File: config.mk
export PLATFORM = sky130hd
export DESIGN_NAME = i2c_block_read_target
export DESIGN_NICKNAME = d
export VERILOG_FILES = /design/src/core/i2c_target_pkg.sv /design/src/core/byte_buffer.sv /design/src/core/i2c_block_read_target.sv
export SDC_FILE = /design/constraint.sdc
export NUM_CORES = 1
export LEC_CHECK = 0
export BUFFER_PORTS_ARGS = -buffer_cell sky130_fd_sc_hd__buf_2
export CAP_MARGIN = 10
export CORE_MARGIN = 5
export CORE_UTILIZATION = 50
export CTS_BUF_LIST = sky130_fd_sc_hd__clkbuf_8
export DETAILED_ROUTE_END_ITERATION = 8
export HOLD_SLACK_MARGIN = 0.1
export PLACE_DENSITY = 0.77
export SKIP_CTS_REPAIR_TIMING = 1
export SLEW_MARGIN = 20
export SYNTH_ARGS = -nofsm -noshare
export SYNTH_HDL_FRONTEND = slang
export SYNTH_SLANG_ARGS = --single-unit
File: constraint.sdc
create_clock -name sys_clk -period 3.2 [get_ports sys_clk]
set_clock_uncertainty 0.2 [all_clocks]
set_input_delay 0.64 -clock sys_clk [delete_from_list [all_inputs] [get_ports sys_clk]]
set_output_delay 0.64 -clock sys_clk [all_outputs]
set_load 0.02 [all_outputs]
File: src/core/i2c_target_pkg.sv
// Constants, state codes and helpers shared by the block-read target and its buffer
package i2c_target_pkg;
    localparam int BYTE_W = 8;
    localparam int BUF_DEPTH = 2;
    localparam logic [1:0] BUF_FULL_CNT = 2'h2;
    localparam logic [1:0] BUF_ONE = 2'h1;
    localparam logic [1:0] BUF_EMPTY_CNT = 2'h0;
    // Bus address of this target; value is arbitrary
    localparam logic [6:0] TARGET_ADDR = 7'h2A;
    localparam logic [7:0] CMD_BLOCK_READ = 8'hA1;
    localparam logic [7:0] CMD_SET_POINTER = 8'hB0;
    localparam logic [7:0] PTR_RESET = 8'h00;
    localparam logic [7:0] COUNT_RESET = 8'h00;
    localparam logic [7:0] BYTE_ONE = 8'h01;
    localparam logic [2:0] BIT_FIRST = 3'h0;
    localparam logic [2:0] BIT_LAST = 3'h7;
    localparam logic [2:0] BIT_ONE = 3'h1;
    localparam logic [1:0] SYNC_RESET = 2'h3;

    typedef enum logic [10:0] {
        ST_IDLE     = 11'h001,
        ST_ADDR     = 11'h002,
        ST_ADDR_ACK = 11'h004,
        ST_CMD      = 11'h008,
        ST_CMD_ACK  = 11'h010,
        ST_DATA_RX  = 11'h020,
        ST_DATA_ACK = 11'h040,
        ST_LOAD     = 11'h080,
        ST_TX       = 11'h100,
        ST_TX_ACK   = 11'h200,
        ST_IGNORE   = 11'h400
    } state_t;

    function automatic logic cmd_known(input logic [7:0] code);
        cmd_known = (code == CMD_BLOCK_READ) || (code == CMD_SET_POINTER);
    endfunction
endpackage

File: src/core/byte_buffer.sv
// Two-entry byte buffer with valid/ready on both sides and a flush
`timescale 1ns/10ps
`default_nettype none
module byte_buffer (
    input wire logic sys_clk,
    input wire logic sys_rst,
    input wire logic flush,
    input wire logic [i2c_target_pkg::BYTE_W-1:0] in_data,
    input wire logic in_valid,
    output logic in_ready,
    output logic [i2c_target_pkg::BYTE_W-1:0] out_data,
    output logic out_valid,
    input wire logic out_ready
);
    import i2c_target_pkg::*;

    logic [BYTE_W-1:0] mem [BUF_DEPTH];
    logic wr_q;
    logic rd_q;
    logic [1:0] cnt_q;
    logic [1:0] cnt_d;
    logic push;
    logic pop;
    logic in_ready_q;
    logic out_valid_q;

    assign push = in_valid && in_ready_q;
    assign pop = out_valid_q && out_ready;
    assign in_ready = in_ready_q;
    assign out_valid = out_valid_q;
    assign out_data = mem[rd_q];

    always_comb begin
        cnt_d = cnt_q;
        if (push && !pop) begin
            cnt_d = cnt_q + BUF_ONE;
        end else if (pop && !push) begin
            cnt_d = cnt_q - BUF_ONE;
        end
    end

    always_ff @(posedge sys_clk) begin
        if (push) begin
            mem[wr_q] <= in_data;
        end
    end

    // Flags are registered from the next count so both sides see honest full/empty
    always_ff @(posedge sys_clk) begin
        if (sys_rst || flush) begin
            wr_q <= 1'b0;
            rd_q <= 1'b0;
            cnt_q <= BUF_EMPTY_CNT;
            in_ready_q <= 1'b1;
            out_valid_q <= 1'b0;
        end else begin
            if (push) begin
                wr_q <= ~wr_q;
            end
            if (pop) begin
                rd_q <= ~rd_q;
            end
            cnt_q <= cnt_d;
            in_ready_q <= (cnt_d != BUF_FULL_CNT);
            out_valid_q <= (cnt_d != BUF_EMPTY_CNT);
        end
    end
endmodule
`default_nettype wire

File: src/core/i2c_block_read_target.sv
// Two-wire bus target that sets the register pointer and serves block reads
`timescale 1ns/10ps
`default_nettype none
module i2c_block_read_target (
    input wire logic sys_clk,
    input wire logic sys_rst,
    input wire logic scl_in,
    output logic scl_out,
    output logic scl_oe,
    input wire logic sda_in,
    output logic sda_out,
    output logic sda_oe,
    output logic [i2c_target_pkg::BYTE_W-1:0] rd_addr,
    input wire logic [i2c_target_pkg::BYTE_W-1:0] rd_data,
    input wire logic rd_valid,
    output logic rd_ready,
    output logic [i2c_target_pkg::BYTE_W-1:0] reg_ptr,
    output logic [i2c_target_pkg::BYTE_W-1:0] bytes_left,
    output logic busy
);
    import i2c_target_pkg::*;

    ////////////////////////////////////////////////////////////////////////////////
    // Pin synchronisers and bus event detection

    logic [1:0] meta_q;
    logic [1:0] sync_q;
    logic [1:0] prev_q;
    logic scl_s;
    logic sda_s;
    logic scl_rise;
    logic scl_fall;
    logic start_det;
    logic stop_det;

    // Bit 1 is the clock line, bit 0 the data line; idle bus reads high
    always_ff @(posedge sys_clk) begin
        if (sys_rst) begin
            meta_q <= SYNC_RESET;
            sync_q <= SYNC_RESET;
            prev_q <= SYNC_RESET;
        end else begin
            meta_q <= {scl_in, sda_in};
            sync_q <= meta_q;
            prev_q <= sync_q;
        end
    end

    assign scl_s = sync_q[1];
    assign sda_s = sync_q[0];
    assign scl_rise = scl_s && !prev_q[1];
    assign scl_fall = !scl_s && prev_q[1];
    assign start_det = scl_s && prev_q[1] && !sda_s && prev_q[0];
    assign stop_det = scl_s && prev_q[1] && sda_s && !prev_q[0];

    ////////////////////////////////////////////////////////////////////////////////
    // Read data path: fetch pointer feeding the two-entry buffer

    logic flush_q;
    logic [BYTE_W-1:0] fetch_q;
    logic buf_in_ready;
    logic [BYTE_W-1:0] buf_data;
    logic buf_valid;
    logic pop;
    state_t state_q;

    assign rd_addr = fetch_q;
    assign rd_ready = buf_in_ready;
    assign pop = (state_q == ST_LOAD) && buf_valid;

    // Prefetch runs ahead of the register pointer; a flush restarts it there
    always_ff @(posedge sys_clk) begin
        if (sys_rst) begin
            fetch_q <= PTR_RESET;
        end else if (flush_q) begin
            fetch_q <= reg_ptr;
        end else if (rd_valid && buf_in_ready) begin
            fetch_q <= fetch_q + BYTE_ONE;
        end
    end

    byte_buffer u_buf (
        .sys_clk(sys_clk),
        .sys_rst(sys_rst),
        .flush(flush_q),
        .in_data(rd_data),
        .in_valid(rd_valid && !flush_q),
        .in_ready(buf_in_ready),
        .out_data(buf_data),
        .out_valid(buf_valid),
        .out_ready(pop)
    );

    ////////////////////////////////////////////////////////////////////////////////
    // Transfer state machine

    logic [2:0] bit_q;
    logic full_q;
    logic [BYTE_W-1:0] shift_q;
    logic [BYTE_W-1:0] cmd_q;
    logic [BYTE_W-1:0] next_byte;

    assign next_byte = {shift_q[BYTE_W-2:0], sda_s};

    always_ff @(posedge sys_clk) begin
        if (sys_rst) begin
            state_q <= ST_IDLE;
            bit_q <= BIT_FIRST;
            full_q <= 1'b0;
            shift_q <= PTR_RESET;
            cmd_q <= PTR_RESET;
            sda_oe <= 1'b0;
            scl_oe <= 1'b0;
            flush_q <= 1'b0;
            reg_ptr <= PTR_RESET;
            bytes_left <= COUNT_RESET;
        end else begin
            flush_q <= 1'b0;
            if (start_det) begin
                // Also covers the repeated start before the read address
                state_q <= ST_ADDR;
                bit_q <= BIT_FIRST;
                full_q <= 1'b0;
                sda_oe <= 1'b0;
                scl_oe <= 1'b0;
            end else if (stop_det) begin
                state_q <= ST_IDLE;
                sda_oe <= 1'b0;
                scl_oe <= 1'b0;
                full_q <= 1'b0;
            end else begin
                case (state_q)
                    ST_ADDR, ST_CMD, ST_DATA_RX: begin
                        if (scl_rise) begin
                            shift_q <= next_byte;
                            bit_q <= bit_q + BIT_ONE;
                            full_q <= (bit_q == BIT_LAST);
                        end else if (scl_fall && full_q) begin
                            full_q <= 1'b0;
                            if (state_q == ST_ADDR) begin
                                if (shift_q[7:1] == TARGET_ADDR) begin
                                    sda_oe <= 1'b1;
                                    state_q <= ST_ADDR_ACK;
                                    flush_q <= shift_q[0];
                                end else begin
                                    state_q <= ST_IGNORE;
                                end
                            end else if (state_q == ST_CMD) begin
                                if (cmd_known(shift_q)) begin
                                    sda_oe <= 1'b1;
                                    cmd_q <= shift_q;
                                    state_q <= ST_CMD_ACK;
                                end else begin
                                    state_q <= ST_IGNORE;
                                end
                            end else begin
                                sda_oe <= 1'b1;
                                state_q <= ST_DATA_ACK;
                                if (cmd_q == CMD_SET_POINTER) begin
                                    reg_ptr <= shift_q;
                                end else begin
                                    bytes_left <= shift_q;
                                end
                            end
                        end
                    end
                    ST_ADDR_ACK: begin
                        if (scl_fall) begin
                            sda_oe <= 1'b0;
                            bit_q <= BIT_FIRST;
                            state_q <= shift_q[0] ? ST_LOAD : ST_CMD;
                        end
                    end
                    ST_CMD_ACK: begin
                        if (scl_fall) begin
                            sda_oe <= 1'b0;
                            bit_q <= BIT_FIRST;
                            state_q <= ST_DATA_RX;
                        end
                    end
                    ST_DATA_ACK: begin
                        // Further write bytes are not acknowledged
                        if (scl_fall) begin
                            sda_oe <= 1'b0;
                            state_q <= ST_IGNORE;
                        end
                    end
                    ST_LOAD: begin
                        // Clock is low here; hold it low until a byte is ready
                        if (buf_valid) begin
                            shift_q <= buf_data;
                            sda_oe <= ~buf_data[7];
                            scl_oe <= 1'b0;
                            bit_q <= BIT_FIRST;
                            full_q <= 1'b0;
                            state_q <= ST_TX;
                        end else begin
                            scl_oe <= 1'b1;
                        end
                    end
                    ST_TX: begin
                        if (scl_rise) begin
                            bit_q <= bit_q + BIT_ONE;
                            full_q <= (bit_q == BIT_LAST);
                        end else if (scl_fall) begin
                            if (full_q) begin
                                full_q <= 1'b0;
                                sda_oe <= 1'b0;
                                state_q <= ST_TX_ACK;
                            end else begin
                                shift_q <= {shift_q[BYTE_W-2:0], 1'b0};
                                sda_oe <= ~shift_q[6];
                            end
                        end
                    end
                    ST_TX_ACK: begin
                        if (scl_rise) begin
                            reg_ptr <= reg_ptr + BYTE_ONE;
                            if (bytes_left != COUNT_RESET) begin
                                bytes_left <= bytes_left - BYTE_ONE;
                            end
                            if (sda_s) begin
                                state_q <= ST_IGNORE;
                            end
                        end else if (scl_fall) begin
                            state_q <= ST_LOAD;
                        end
                    end
                    ST_IGNORE: begin
                        sda_oe <= 1'b0;
                        scl_oe <= 1'b0;
                    end
                    default: begin
                        state_q <= ST_IDLE;
                    end
                endcase
            end
        end
    end

    ////////////////////////////////////////////////////////////////////////////////
    // Pin drivers and status

    // Open-drain: the pins only ever pull low, so the data value stays zero
    always_ff @(posedge sys_clk) begin
        if (sys_rst) begin
            sda_out <= 1'b0;
            scl_out <= 1'b0;
            busy <= 1'b0;
        end else begin
            sda_out <= 1'b0;
            scl_out <= 1'b0;
            busy <= (state_q != ST_IDLE);
        end
    end
endmodule
`default_nettype wire

==> results.md, run 1 <==
STA:
- Setup repair after global routing left no endpoint under its margin.
- For the pin with the worst max-slew slack, the measured transition is a little over 700 ps.
- For this run, the top clock speed supported by timing is ~0.34 GHz.
- The smallest clock period supported by the final layout is computed as ~3000 ps.
- The minimum setup slack in the final design is 245 ps.
- The number of hold-slack violations in the final timing report came to 0.
- The max-slew violation count was 0.
- Setup violations remaining at the end of the flow were counted as 0.
- The worst max-slew margin expressed relative to the limit is 51.2%.
- The ratio of final minimum period to clock period is 92.4%.
- In the final timing run, aggregate negative setup slack is 0 ps.

Detailed routing:
- The total length of routed wires is 11.0 mm.
- The post-detailed-route via-to-cell ratio is 5.93.
- The count of unresolved DRC violations after routing is 0.
- Summing over every cut layer, the via total after detailed routing is 3934.
- The number of nets still failing antenna checks after routing is 0.
- Dividing the detail-routed wire length by the instance count gives 16.6 um.
- The number of violations reported at the end of detailed-routing iteration 0 is 368.
- The detailed-routing iteration count for the pre-antenna-repair pass is 6.

Power and ir drop:
- Summed over all cells, the static leakage comes to around 1.9 nW.
- VDD sags by at most 0.332 mV.
- The switching part of the total power is 23.8%.
- The internal power contribution is 1.56 mW.
- In this run the power density over the cells is 407 nW/um^2.
- The share of total power dissipated in sequential elements is 57.6%.
- Per report_power, the clock group accounts for 36.2% of the total.
- Summed over all nets, the switching power comes to 0.487 mW.
- The combinational share of power is 6.2%.

Finish:
- Relative to the synthesized area, the layout overhead comes to 10.5%.
- The final cell count without fillers is approximately 660.
- The final design area excluding fillers is 5020 sq um.
- The number of nets in the finished design is 572.
- The number of antenna cells inserted is 0.
- The share of layout cells above drive strength 1 is 15.9%.

Clock tree:
- The clock sink count is 88.
- The root buffer cell is sky130_fd_sc_hd__clkbuf_8.
- The H-tree generated during clock tree synthesis spans 3 levels.
- The clock tree buffer depth is 2.
- The latest clock arrival within the worst-skew pair is 360 ps.
- The clock transition time at the flip-flop clock pins of the worst setup and hold paths is 80 ps.
- In this run, CTS created clock tree buffers numbering 9.
- The TritonCTS clock tree is done.

Worst setup path:
- The family with the most delay on the worst path is simple AND/OR/NAND/NOR gates.
- The category of the worst setup path launch point is a register.
- Walking the worst path, the cells encountered are nor4_4 -> nand4_1 -> nor2_1 -> xnor3_1 -> nor3_1 -> a21o_1.
- For the worst setup path, the data required time is 3290 ps.
- The element type at the critical path end is a register.
- The slowest library cell on the worst path is sky130_fd_sc_hd__nor4_4.
- On the worst path, the slowest cell contributes a delay of 700 ps.
- The count of buffer and inverter cells on the critical path is 0.
- The highest net fanout along the worst path is 14.
- Data on the critical path arrives at its endpoint at ~3100 ps.
- The startpoint-to-endpoint class of the critical path is reg2reg.

Yosys:
- Summing the sequential cell areas from Yosys gives between 40% and 50% of the chip area.
- The count of distinct cell types in the synthesized netlist is 67.
- The most used flip-flop cell after synthesis is sky130_fd_sc_hd__dfxtp_1.
- In this run the mean area of a mapped cell was 8.84 sq um.
- In this run, synthesis produced a sequential element count of 88.
- The share of synthesized flip-flops with an asynchronous set or reset is 0%.
- Synthesis handed over a netlist of 514 instances.
- The number of enable flip-flop cells after synthesis is 16.
- After synthesis the cells add up to 4540 sq um.
- The count of synthesis-stage warnings from yosys is 0.

Global routing:
- The aggregate global-route resource usage is 20.1%.
- The initial antenna violation count is 0.
- The number of global-route vias before repair is 3632.
- After global routing the overflow that remains totals 0.
- The largest net degree at the start of global routing is 43.
- The first-pass GRT wire length is 18.3 mm.

Placement:
- At the placement stage, the worst setup path has a slack of 306 ps.
- The final weighted congestion in routability-driven placement is 1.00.
- Once placement finished, the instance area stood at 4840 sq um.
- The number of I/O port buffers is 40.
- The post-DP HPWL is 7.98 mm.
- The count of placed standard cells including taps is 647.

Floorplan:
- The number of core rows is 34.
- The initial cell density of the core is ~52%.
- The die covers ~11000 sq um.
- The number of top-level design ports is 43.
- Measured along the y axis, the die boundary spans approximately 110 um.
- The area inside the core boundary is 8810 sq um.
- The die extent in x is roughly 110 um.

Flow run:
- The reported max-cap violation count is 0.

Outcome:
- The run finished with clean final reports.

Worst hold path:
- The worst hold path belongs to the class reg2reg.
final cells by class:
type / count / area, sq um
Clock buffer: 9 / 124
Multi-Input combinational cell: 389 / 2450
Timing Repair Buffer: 52 / 290
Sequential cell: 88 / 1920
Inverter: 10 / 37.5
Clock inverter: 7 / 58.8
Tap cell: 108 / 135
Fill cell: 816 / 3790
synth_stat cells, drive strengths merged, types with 5 or more instances:
cell,number,area (sq um)
dfxtp,72,1440
nor2,49,184
nand2,46,173
o21ai,35,179
a21oi,34,170
nand3,24,120
mux2i,21,210
clkbuf,19,71.3
nor3,18,95.1
edfxtp,16,480
and2,13,81.3
nand4,11,68.8
inv,10,37.5
nor2b,10,62.6
a211oi,9,72.6
buf,9,62.6
ha,9,113
or2,9,56.3
xnor2,8,70.1
nor3b,7,52.6
or3,7,43.8
nor4,6,67.6
o22ai,6,37.5
a31oi,5,31.3
and4,5,46.3
xor2,5,43.8
layout by cell type, fill, tap and decap left out, types with 14 or more instances in the layout:
cell type,instances
sky130_fd_sc_hd__a21oi_1,34
sky130_fd_sc_hd__buf_2,40
sky130_fd_sc_hd__dfxtp_1,72
sky130_fd_sc_hd__edfxtp_1,16
sky130_fd_sc_hd__inv_1,14
sky130_fd_sc_hd__mux2i_1,21
sky130_fd_sc_hd__nand2_1,46
sky130_fd_sc_hd__nand3_1,24
sky130_fd_sc_hd__nor2_1,49
sky130_fd_sc_hd__nor3_1,17
sky130_fd_sc_hd__o21ai_0,34
metrics by stage:
| stage | total power [mW] | hold slack [ps] | util (%) |
|---|---|---|---|
| after global placement | 1.32 | 191 | 54.9 |
| after global routing | 2.12 | 226 | 57.0 |
| after floorplan | 1.29 | 189 | - |
| after detailed placement | 1.33 | 201 | 54.9 |
| after CTS | 2.05 | 219 | 57.0 |
| final | 2.05 | 214 | 57.0 |
power groups by stage:
| stage | registers, mW | clock network, mW | logic (mW) |
|---|---|---|---|
| final | 1.18 | 0.740 | 0.127 |
| after global routing | 1.18 | 0.800 | 0.139 |
| after CTS | 1.18 | 0.747 | 0.127 |
| after detailed placement | 1.20 | 0 | 0.126 |
| after global placement | 1.20 | 0 | 0.122 |
| after floorplan | 1.20 | 0 | 0.0843 |
metal layers:
layer	part of all wire [%]	up-vias	global-route usage [%]	routed length (um)
met5	0	-	0	0
met4	1.2	0	4.78	129
met3	5.1	12	4.03	555
met2	46	114	32.4	5070
met1	48	1870	27.9	5230
li1	-	1938	-	-
state kept, by name (all words and copies together) (netlist names), 3 cells and up, named ones only:
register    count
u_buf.mem      16
state_q        11
reg_ptr         8
bytes_left      8
shift_q         8
cmd_q           8
rd_addr         8
bit_q           3
path summary, 6_finish.rpt:
path | start | endpoint | cells after the start | slack [ps]
min | meta_q[0] | sync_q[0] | 1 | 210
max reg2reg | state_q[0] | u_buf.out_valid | 6 | 240
min reg2reg | meta_q[0] | sync_q[0] | 1 | 210
max | state_q[0] | u_buf.out_valid | 6 | 240
cell families after synthesis:
logic type	after synthesis	share of synthesized area, %
AOI/OAI and AO/OA	115	16.0
xor gates and xnor gates	14	3.00
adders and majority gates	9	2.48
buffers and inverters	38	3.77
DFF	88	42.3
muxes	22	4.88
other	1	0.0826
and+or+nand+nor	227	27.5
Note: power is estimated with default switching activity, not from simulation.
==> inputs of run 2 (changes only) <==
--- a/config.mk
+++ b/config.mk
@@ -7,6 +7,7 @@
 export LEC_CHECK = 0
 export BUFFER_PORTS_ARGS = -buffer_cell sky130_fd_sc_hd__buf_2
 export CAP_MARGIN = 10
+export CORE_ASPECT_RATIO = 1.4
 export CORE_MARGIN = 5
 export CORE_UTILIZATION = 50
 export CTS_BUF_LIST = sky130_fd_sc_hd__clkbuf_8
==> results.md, run 2 (same netlist as run 1, synthesis figures left out) <==
Outcome:
- The flow ran to the end, and the final reports show no timing, DRC or antenna violations.

Finish:
- The multi-input combinational cell area is 2450 sq um (unchanged).
- The number of nets in the finished design is 577 (+0.87%).
- The number of flip-flops in the largest register came to 16 (unchanged).
- In the final layout, the registers with the most flip-flops are u_buf.mem x16, state_q x11.
- Leaving out fill and tap cells, the most frequent cell in the layout is sky130_fd_sc_hd__dfxtp_1.
- The final design area excluding fillers is 5110 sq um (+1.8%).
- The count of filler cells inserted in the layout is 809 (-0.86%).
- The register with the most flip-flops in the final layout is u_buf.mem.
- Leaving out fill and tap cells, the most frequent cells in the layout are 72 x sky130_fd_sc_hd__dfxtp_1, 49 x sky130_fd_sc_hd__nor2_1, 46 x sky130_fd_sc_hd__nand2_1.
- The number of antenna cells inserted was 0 (unchanged).
- The post-synthesis to final-layout area growth is 12.5%.
- The area used by sequential logic in the layout is 1920 sq um (unchanged).
- The final cell count without fillers is 667 (+0.60%).
- The share of layout cells above drive strength 1 is 17.0% (+1.1 points).

STA:
- The number of hold-slack violations in the final timing report is 0 (unchanged).
- The number of setup violations in the final report came to 0 (unchanged).
- The post-layout minimum cycle time came to 2890 ps (-69.1 ps).
- The slew at the pin with the worst max-slew slack is 738 ps (+10.5 ps).
- The worst max-slew margin expressed relative to the limit came to 50.5% (-0.71 points).
- The ratio of final minimum period to clock period is 90.2% (-2.2 points).
- The final hold slack is 223 ps (+9.34 ps).
- The highest attainable clock frequency was 0.346 GHz (+2.4%).
- The max-slew violation count was 0 (unchanged).
- Setup repair after global routing left no endpoint under its margin.
- The setup TNS was 0 ps (unchanged).

Worst hold path:
- The path category of the worst min-delay check is reg2reg.

Detailed routing:
- The number of nets still failing antenna checks after routing is 0 (unchanged).
- The number of violations reported at the end of detailed-routing iteration 0 is 256 (-30%).
- The wire length per cell came to 18.0 um (+8.6%).
- The detailed-routing iteration count for the pre-antenna-repair pass is 6 (unchanged).
- The post-detailed-route via-to-cell ratio is 6.09 (+2.6%).
- The count of unresolved DRC violations after routing is 0 (unchanged).
- The total length of routed wires is 12.0 mm (+9.3%).
- The total number of vias is 4061 (+3.2%).

Clock tree:
- The H-tree depth reported by CTS is 3 (unchanged).
- The clock tree buffer depth was 2 (unchanged).
- The clock transition time at the flip-flop clock pins of the worst setup and hold paths is 90 ps (about the same).
- The latest clock arrival within the worst-skew pair is 370 ps (about the same).
- The root buffer cell is sky130_fd_sc_hd__clkbuf_8.
- The clock sink count was 88 (unchanged).
- The TritonCTS clock tree is done.
- The total clock buffers created by CTS is 9 (unchanged).

Placement:
- The count of placed standard cells including taps is 651 (+0.62%).
- The standard cell area after detailed placement was 4870 sq um (+0.75%).
- The number of I/O port buffers was 40 (unchanged).
- The post-DP HPWL was 8.76 mm (+9.8%).
- The final weighted congestion in routability-driven placement is 0.942 (-6.2%).

Floorplan:
- The vertical extent of the die is 123 um (+17%).
- The number of core rows came to 41 (+21%).
- The die extent in x was 90.6 um (-14%).
- The area inside the core boundary was 8930 sq um (+1.4%).
- The floorplan die area is 11100 sq um (+0.24%).
- The initial cell density of the core is 50.9% (-0.69 points).
- The number of top-level design ports is 43 (unchanged).

Global routing:
- The first-pass GRT wire length is 19.1 mm (+4.2%).
- The aggregate global-route resource usage is 21.7% (+1.6 points).
- The number of global-route vias before repair is 3942 (+8.5%).
- The leftover overflow at the end of global routing is 0 (unchanged).
- The initial antenna violation count is 0 (unchanged).
- The largest net degree at the start of global routing is 44 (+2.3%).

Worst setup path:
- The data arrival time of the critical path was 2970 ps (-80 ps).
- The worst setup path is launched from a register.
- Traced cell by cell, the critical path runs through nor4_4 -> nand4_1 -> a211oi_2 -> o221a_2 -> o21ai_0 -> a221oi_1.
- The count of buffer and inverter cells on the critical path was 0 (unchanged).
- The family with the most delay on the worst path is compound AO/OA/AOI/OAI gates.
- The highest net fanout along the worst path is 14 (unchanged).
- The required time at the endpoint of the critical path is 3290 ps (about the same).
- The critical path in this run is classified as reg2reg.
- The worst setup path is captured at a register.
- The slowest library cell on the worst path is sky130_fd_sc_hd__nor4_4.
- The maximum single-stage delay on the critical path is 690 ps (about the same).

Power and ir drop:
- The worst supply voltage drop on vdd was 0.363 mV (+9.4%).
- The power per cell area is 436 nW/um^2 (+6.9%).
- The leakage power of the design is 1.94 nW (+2.0%).

Flow run:
- The reported max-cap violation count is 0 (unchanged).
run 2: power by group:
| group | internal, mW | switching, mW | leakage [nW] |
|---|---|---|---|
| Sequential | 1.16 | 0.0196 | 0.732 |
| Combinational | 0.0487 | 0.0787 | 1.08 |
| Clock | 0.513 | 0.406 | 0.122 |
run 2: final cells by class:
cell class / count / area share (%)
Multi-Input combinational cell: 389 / 48.0
Sequential cell: 88 / 37.6
Timing Repair Buffer: 57 / 6.42
Tap cell: 107 / 2.62
Clock buffer: 9 / 2.42
Clock inverter: 7 / 2.18
Inverter: 10 / 0.735
run 2: per-layer routing:
metal | track usage [%] | part of all wire, % | vias to the layer above
met1 | 22.6 | 39 | 1925
met4 | 12.2 | 4.6 | 0
met2 | 40.0 | 52 | 138
met5 | 0 | 0 | -
met3 | 4.60 | 4.6 | 46
li1 | - | - | 1952
run 2: final timing paths:
check / depth (start not counted) / endpoint / slack (ps) / start
setup / recovery: 6 / bytes_left[3] / 310 / state_q[1]
hold / removal: 1 / sync_q[0] / 220 / meta_q[0]
setup reg to reg: 6 / bytes_left[3] / 310 / state_q[1]
hold reg to reg: 1 / sync_q[0] / 220 / meta_q[0]
run 2: stage by stage:
| step | setup WS [ps] | util, % | total power [mW] |
|---|---|---|---|
| after global placement | 432 | 54.6 | 1.32 |
| after detailed placement | 342 | 54.6 | 1.33 |
| after global routing | 20.4 | 57.2 | 2.31 |
| after floorplan | 781 | - | 1.29 |
| final | 314 | 57.2 | 2.22 |
| after CTS | 310 | 57.2 | 2.24 |
==> inputs of run 3 (changes only) <==
--- a/config.mk
+++ b/config.mk
@@ -7,7 +7,7 @@
 export LEC_CHECK = 0
 export BUFFER_PORTS_ARGS = -buffer_cell sky130_fd_sc_hd__buf_2
 export CAP_MARGIN = 10
-export CORE_ASPECT_RATIO = 1.4
+export CORE_ASPECT_RATIO = 1.1
 export CORE_MARGIN = 5
 export CORE_UTILIZATION = 50
 export CTS_BUF_LIST = sky130_fd_sc_hd__clkbuf_8
==> results.md, run 3 (same netlist as run 1, synthesis figures left out) <==
Worst setup path:
- The count of cells along the worst register-to-register path came to 6 (unchanged).
- The category of the worst setup path launch point is a register.
- The worst setup path is of the reg2reg kind.
- The launch point of the worst reg-to-reg path is state_q[1].
- In this run the critical register-to-register path is captured at bytes_left[3].
- The data arrival time of the critical path is 3010 ps (+40 ps).
- The required time at the endpoint of the critical path is 3270 ps (-20 ps).
- The element type at the critical path end is a register.
- The worst setup slack for register-to-register paths was 260 ps (-60 ps).
- The highest net fanout along the worst path is 14 (unchanged).

Floorplan:
- The area inside the core boundary is 8870 sq um (-0.59%).
- The vertical extent of the die is 110 um (-10%).
- The number of top-level design ports is 43 (unchanged).
- The floorplan die area was 11100 sq um (-0.22%).
- The initial cell density of the core came to 51.2% (+0.30 points).
- The die extent in x is 101 um (+11%).
- The number of core rows is 36 (-12%).

Finish:
- In the layout the commonest cells are 72 x sky130_fd_sc_hd__dfxtp_1, 49 x sky130_fd_sc_hd__nor2_1, 46 x sky130_fd_sc_hd__nand2_1.
- The share of layout cells above drive strength 1 was 16.5% (-0.42 points).
- The area used by sequential logic in the layout is 1920 sq um (unchanged).
- The leading cell type in the layout, fill and taps excluded is sky130_fd_sc_hd__dfxtp_1.
- From synthesis to final layout, the design area changed by 11.7%.
- The largest register by flop count is u_buf.mem.
- The count of filler cells inserted in the layout is 793 (-2.0%).
- The number of nets in the finished design is 573 (-0.69%).
- The number of antenna cells inserted was 0 (unchanged).
- In the final layout, the registers with the most flip-flops are u_buf.mem x16, state_q x11.
- The multi-input combinational cell area came to 2450 sq um (unchanged).
- The number of flip-flops in the largest register is 16 (unchanged).

STA:
- The post-layout minimum cycle time came to 2940 ps (+56.2 ps).
- The setup TNS is 0 ps (unchanged).
- The slew at the pin with the worst max-slew slack is 1000 ps (+264 ps).
- The number of hold-slack violations in the final timing report was 0 (unchanged).
- The ratio of final minimum period to clock period came to 92.0% (+1.8 points).
- The highest attainable clock frequency is 0.340 GHz (-1.9%).
- The worst max-slew margin expressed relative to the limit is 32.6% (-18 points).
- Setup repair after global routing left no endpoint under its margin.
- The number of setup violations in the final report came to 0 (unchanged).
- The max-slew violation count is 0 (unchanged).

Detailed routing:
- The detailed-routing iteration count for the pre-antenna-repair pass came to 5 (-1).
- The post-detailed-route via-to-cell ratio is 5.93 (-2.7%).
- The wire length per cell is 17.0 um (-5.2%).
- The number of nets still failing antenna checks after routing is 0 (unchanged).
- The number of violations reported at the end of detailed-routing iteration 0 is 328 (+28%).
- The count of unresolved DRC violations after routing is 0 (unchanged).
- The total length of routed wires is 11.4 mm (-4.8%).
- The total number of vias is 3970 (-2.2%).

Global routing:
- The number of global-route vias before repair is 3676 (-6.7%).
- The fraction of met3 tracks used by global routing is 4.31% (-0.28 points).
- The global-route track usage on met2 was 33.7% (-6.3 points).
- The initial antenna violation count was 0 (unchanged).
- met2 is the most crowded layer.
- The largest net degree at the start of global routing is 29 (-34%).
- The aggregate global-route resource usage was 21.0% (-0.71 points).
- The leftover overflow at the end of global routing is 0 (unchanged).
- The global routing met1 resource utilization is 26.4% (+3.7 points).
- The first-pass GRT wire length is 18.3 mm (-4.5%).

Clock tree:
- The clock sink count came to 88 (unchanged).
- TritonCTS built the clock tree.
- The clock tree buffer depth is 2 (unchanged).
- The total clock buffers created by CTS is 9 (unchanged).
- The latest clock arrival within the worst-skew pair is 370 ps (about the same).
- The H-tree depth reported by CTS came to 3 (unchanged).
- The clock transition time at the flip-flop clock pins of the worst setup and hold paths was 90 ps (about the same).
- The tree is rooted in a sky130_fd_sc_hd__clkbuf_8.

Worst hold path:
- The source of the worst hold timing path is meta_q[0].
- The end of the worst hold path is sync_q[0].
- The worst hold path depth came to 1 (unchanged).
- The path category of the worst min-delay check is reg2reg.

Outcome:
- The run finished with clean final reports.

Power and ir drop:
- The worst supply voltage drop on vdd came to 0.332 mV (-8.7%).
- The power per cell area is 428 nW/um^2 (-1.6%).
- The leakage power of the design came to 1.91 nW (-1.6%).
- The sum of internal, switching and leakage power is 2.17 mW (-2.3%).

Placement:
- The post-DP HPWL is 8.28 mm (-5.5%).
- The number of I/O port buffers is 40 (unchanged).
- The final weighted congestion in routability-driven placement is 0.959 (+1.8%).

Flow run:
- The reported max-cap violation count is 0 (unchanged).
run 3: stage by stage:
stage	worst slack, ps	cell area, sq um	hold WS, ps	std cells	util, %
5_1_grt	107	5070	238	670	57.2
2_1_floorplan	781	4550	189	515	-
3_3_place_gp	406	4850	200	654	54.7
4_1_cts	293	5070	232	670	57.2
3_5_place_dp	328	4850	198	654	54.7
6_report	257	5070	229	670	57.2
run 3: layout make-up:
class | count | area share [%]
well taps | 114 | 2.81
inverters | 10 | 0.740
clock inverters | 7 | 1.90
multi-input cells | 389 | 48.3
flip-flops and latches | 88 | 37.9
clock buffers | 9 | 2.44
repair buffers | 53 | 5.87
run 3: how the worst max path moves through the flow:
| stage | start | endpoint | slack, ps | cells after the start |
|---|---|---|---|---|
| after global routing | state_q[1] | bytes_left[3] | 110 | 6 |
| final | state_q[1] | bytes_left[3] | 260 | 6 |
| after detailed placement | state_q[1] | bytes_left[3] | 330 | 6 |
| after global placement | state_q[1] | shift_q[7] | 410 | 6 |
| after floorplan | sync_q[1] | state_q[3] | 780 | 9 |
| after CTS | state_q[1] | bytes_left[3] | 290 | 6 |
run 3: where the power goes:
part | switching (mW) | total [mW] | internal [mW]
sequential | 0.0198 | 1.18 | 1.16
clock | 0.426 | 0.869 | 0.443
combinational | 0.0774 | 0.126 | 0.0483
run 3: critical path, cell delays in order (launching register included):
cell,delay [ps]
sky130_fd_sc_hd__dfxtp_1,380
sky130_fd_sc_hd__nor4_4,760
sky130_fd_sc_hd__nand4_1,260
sky130_fd_sc_hd__a211oi_2,410
sky130_fd_sc_hd__o221a_2,410
sky130_fd_sc_hd__o21ai_0,130
sky130_fd_sc_hd__a221oi_1,300
run 3: metal layers:
layer	up-vias	wire, um
met5	-	0
met4	0	459
met3	37	784
met2	155	5330
met1	1842	4850
li1	1936	-
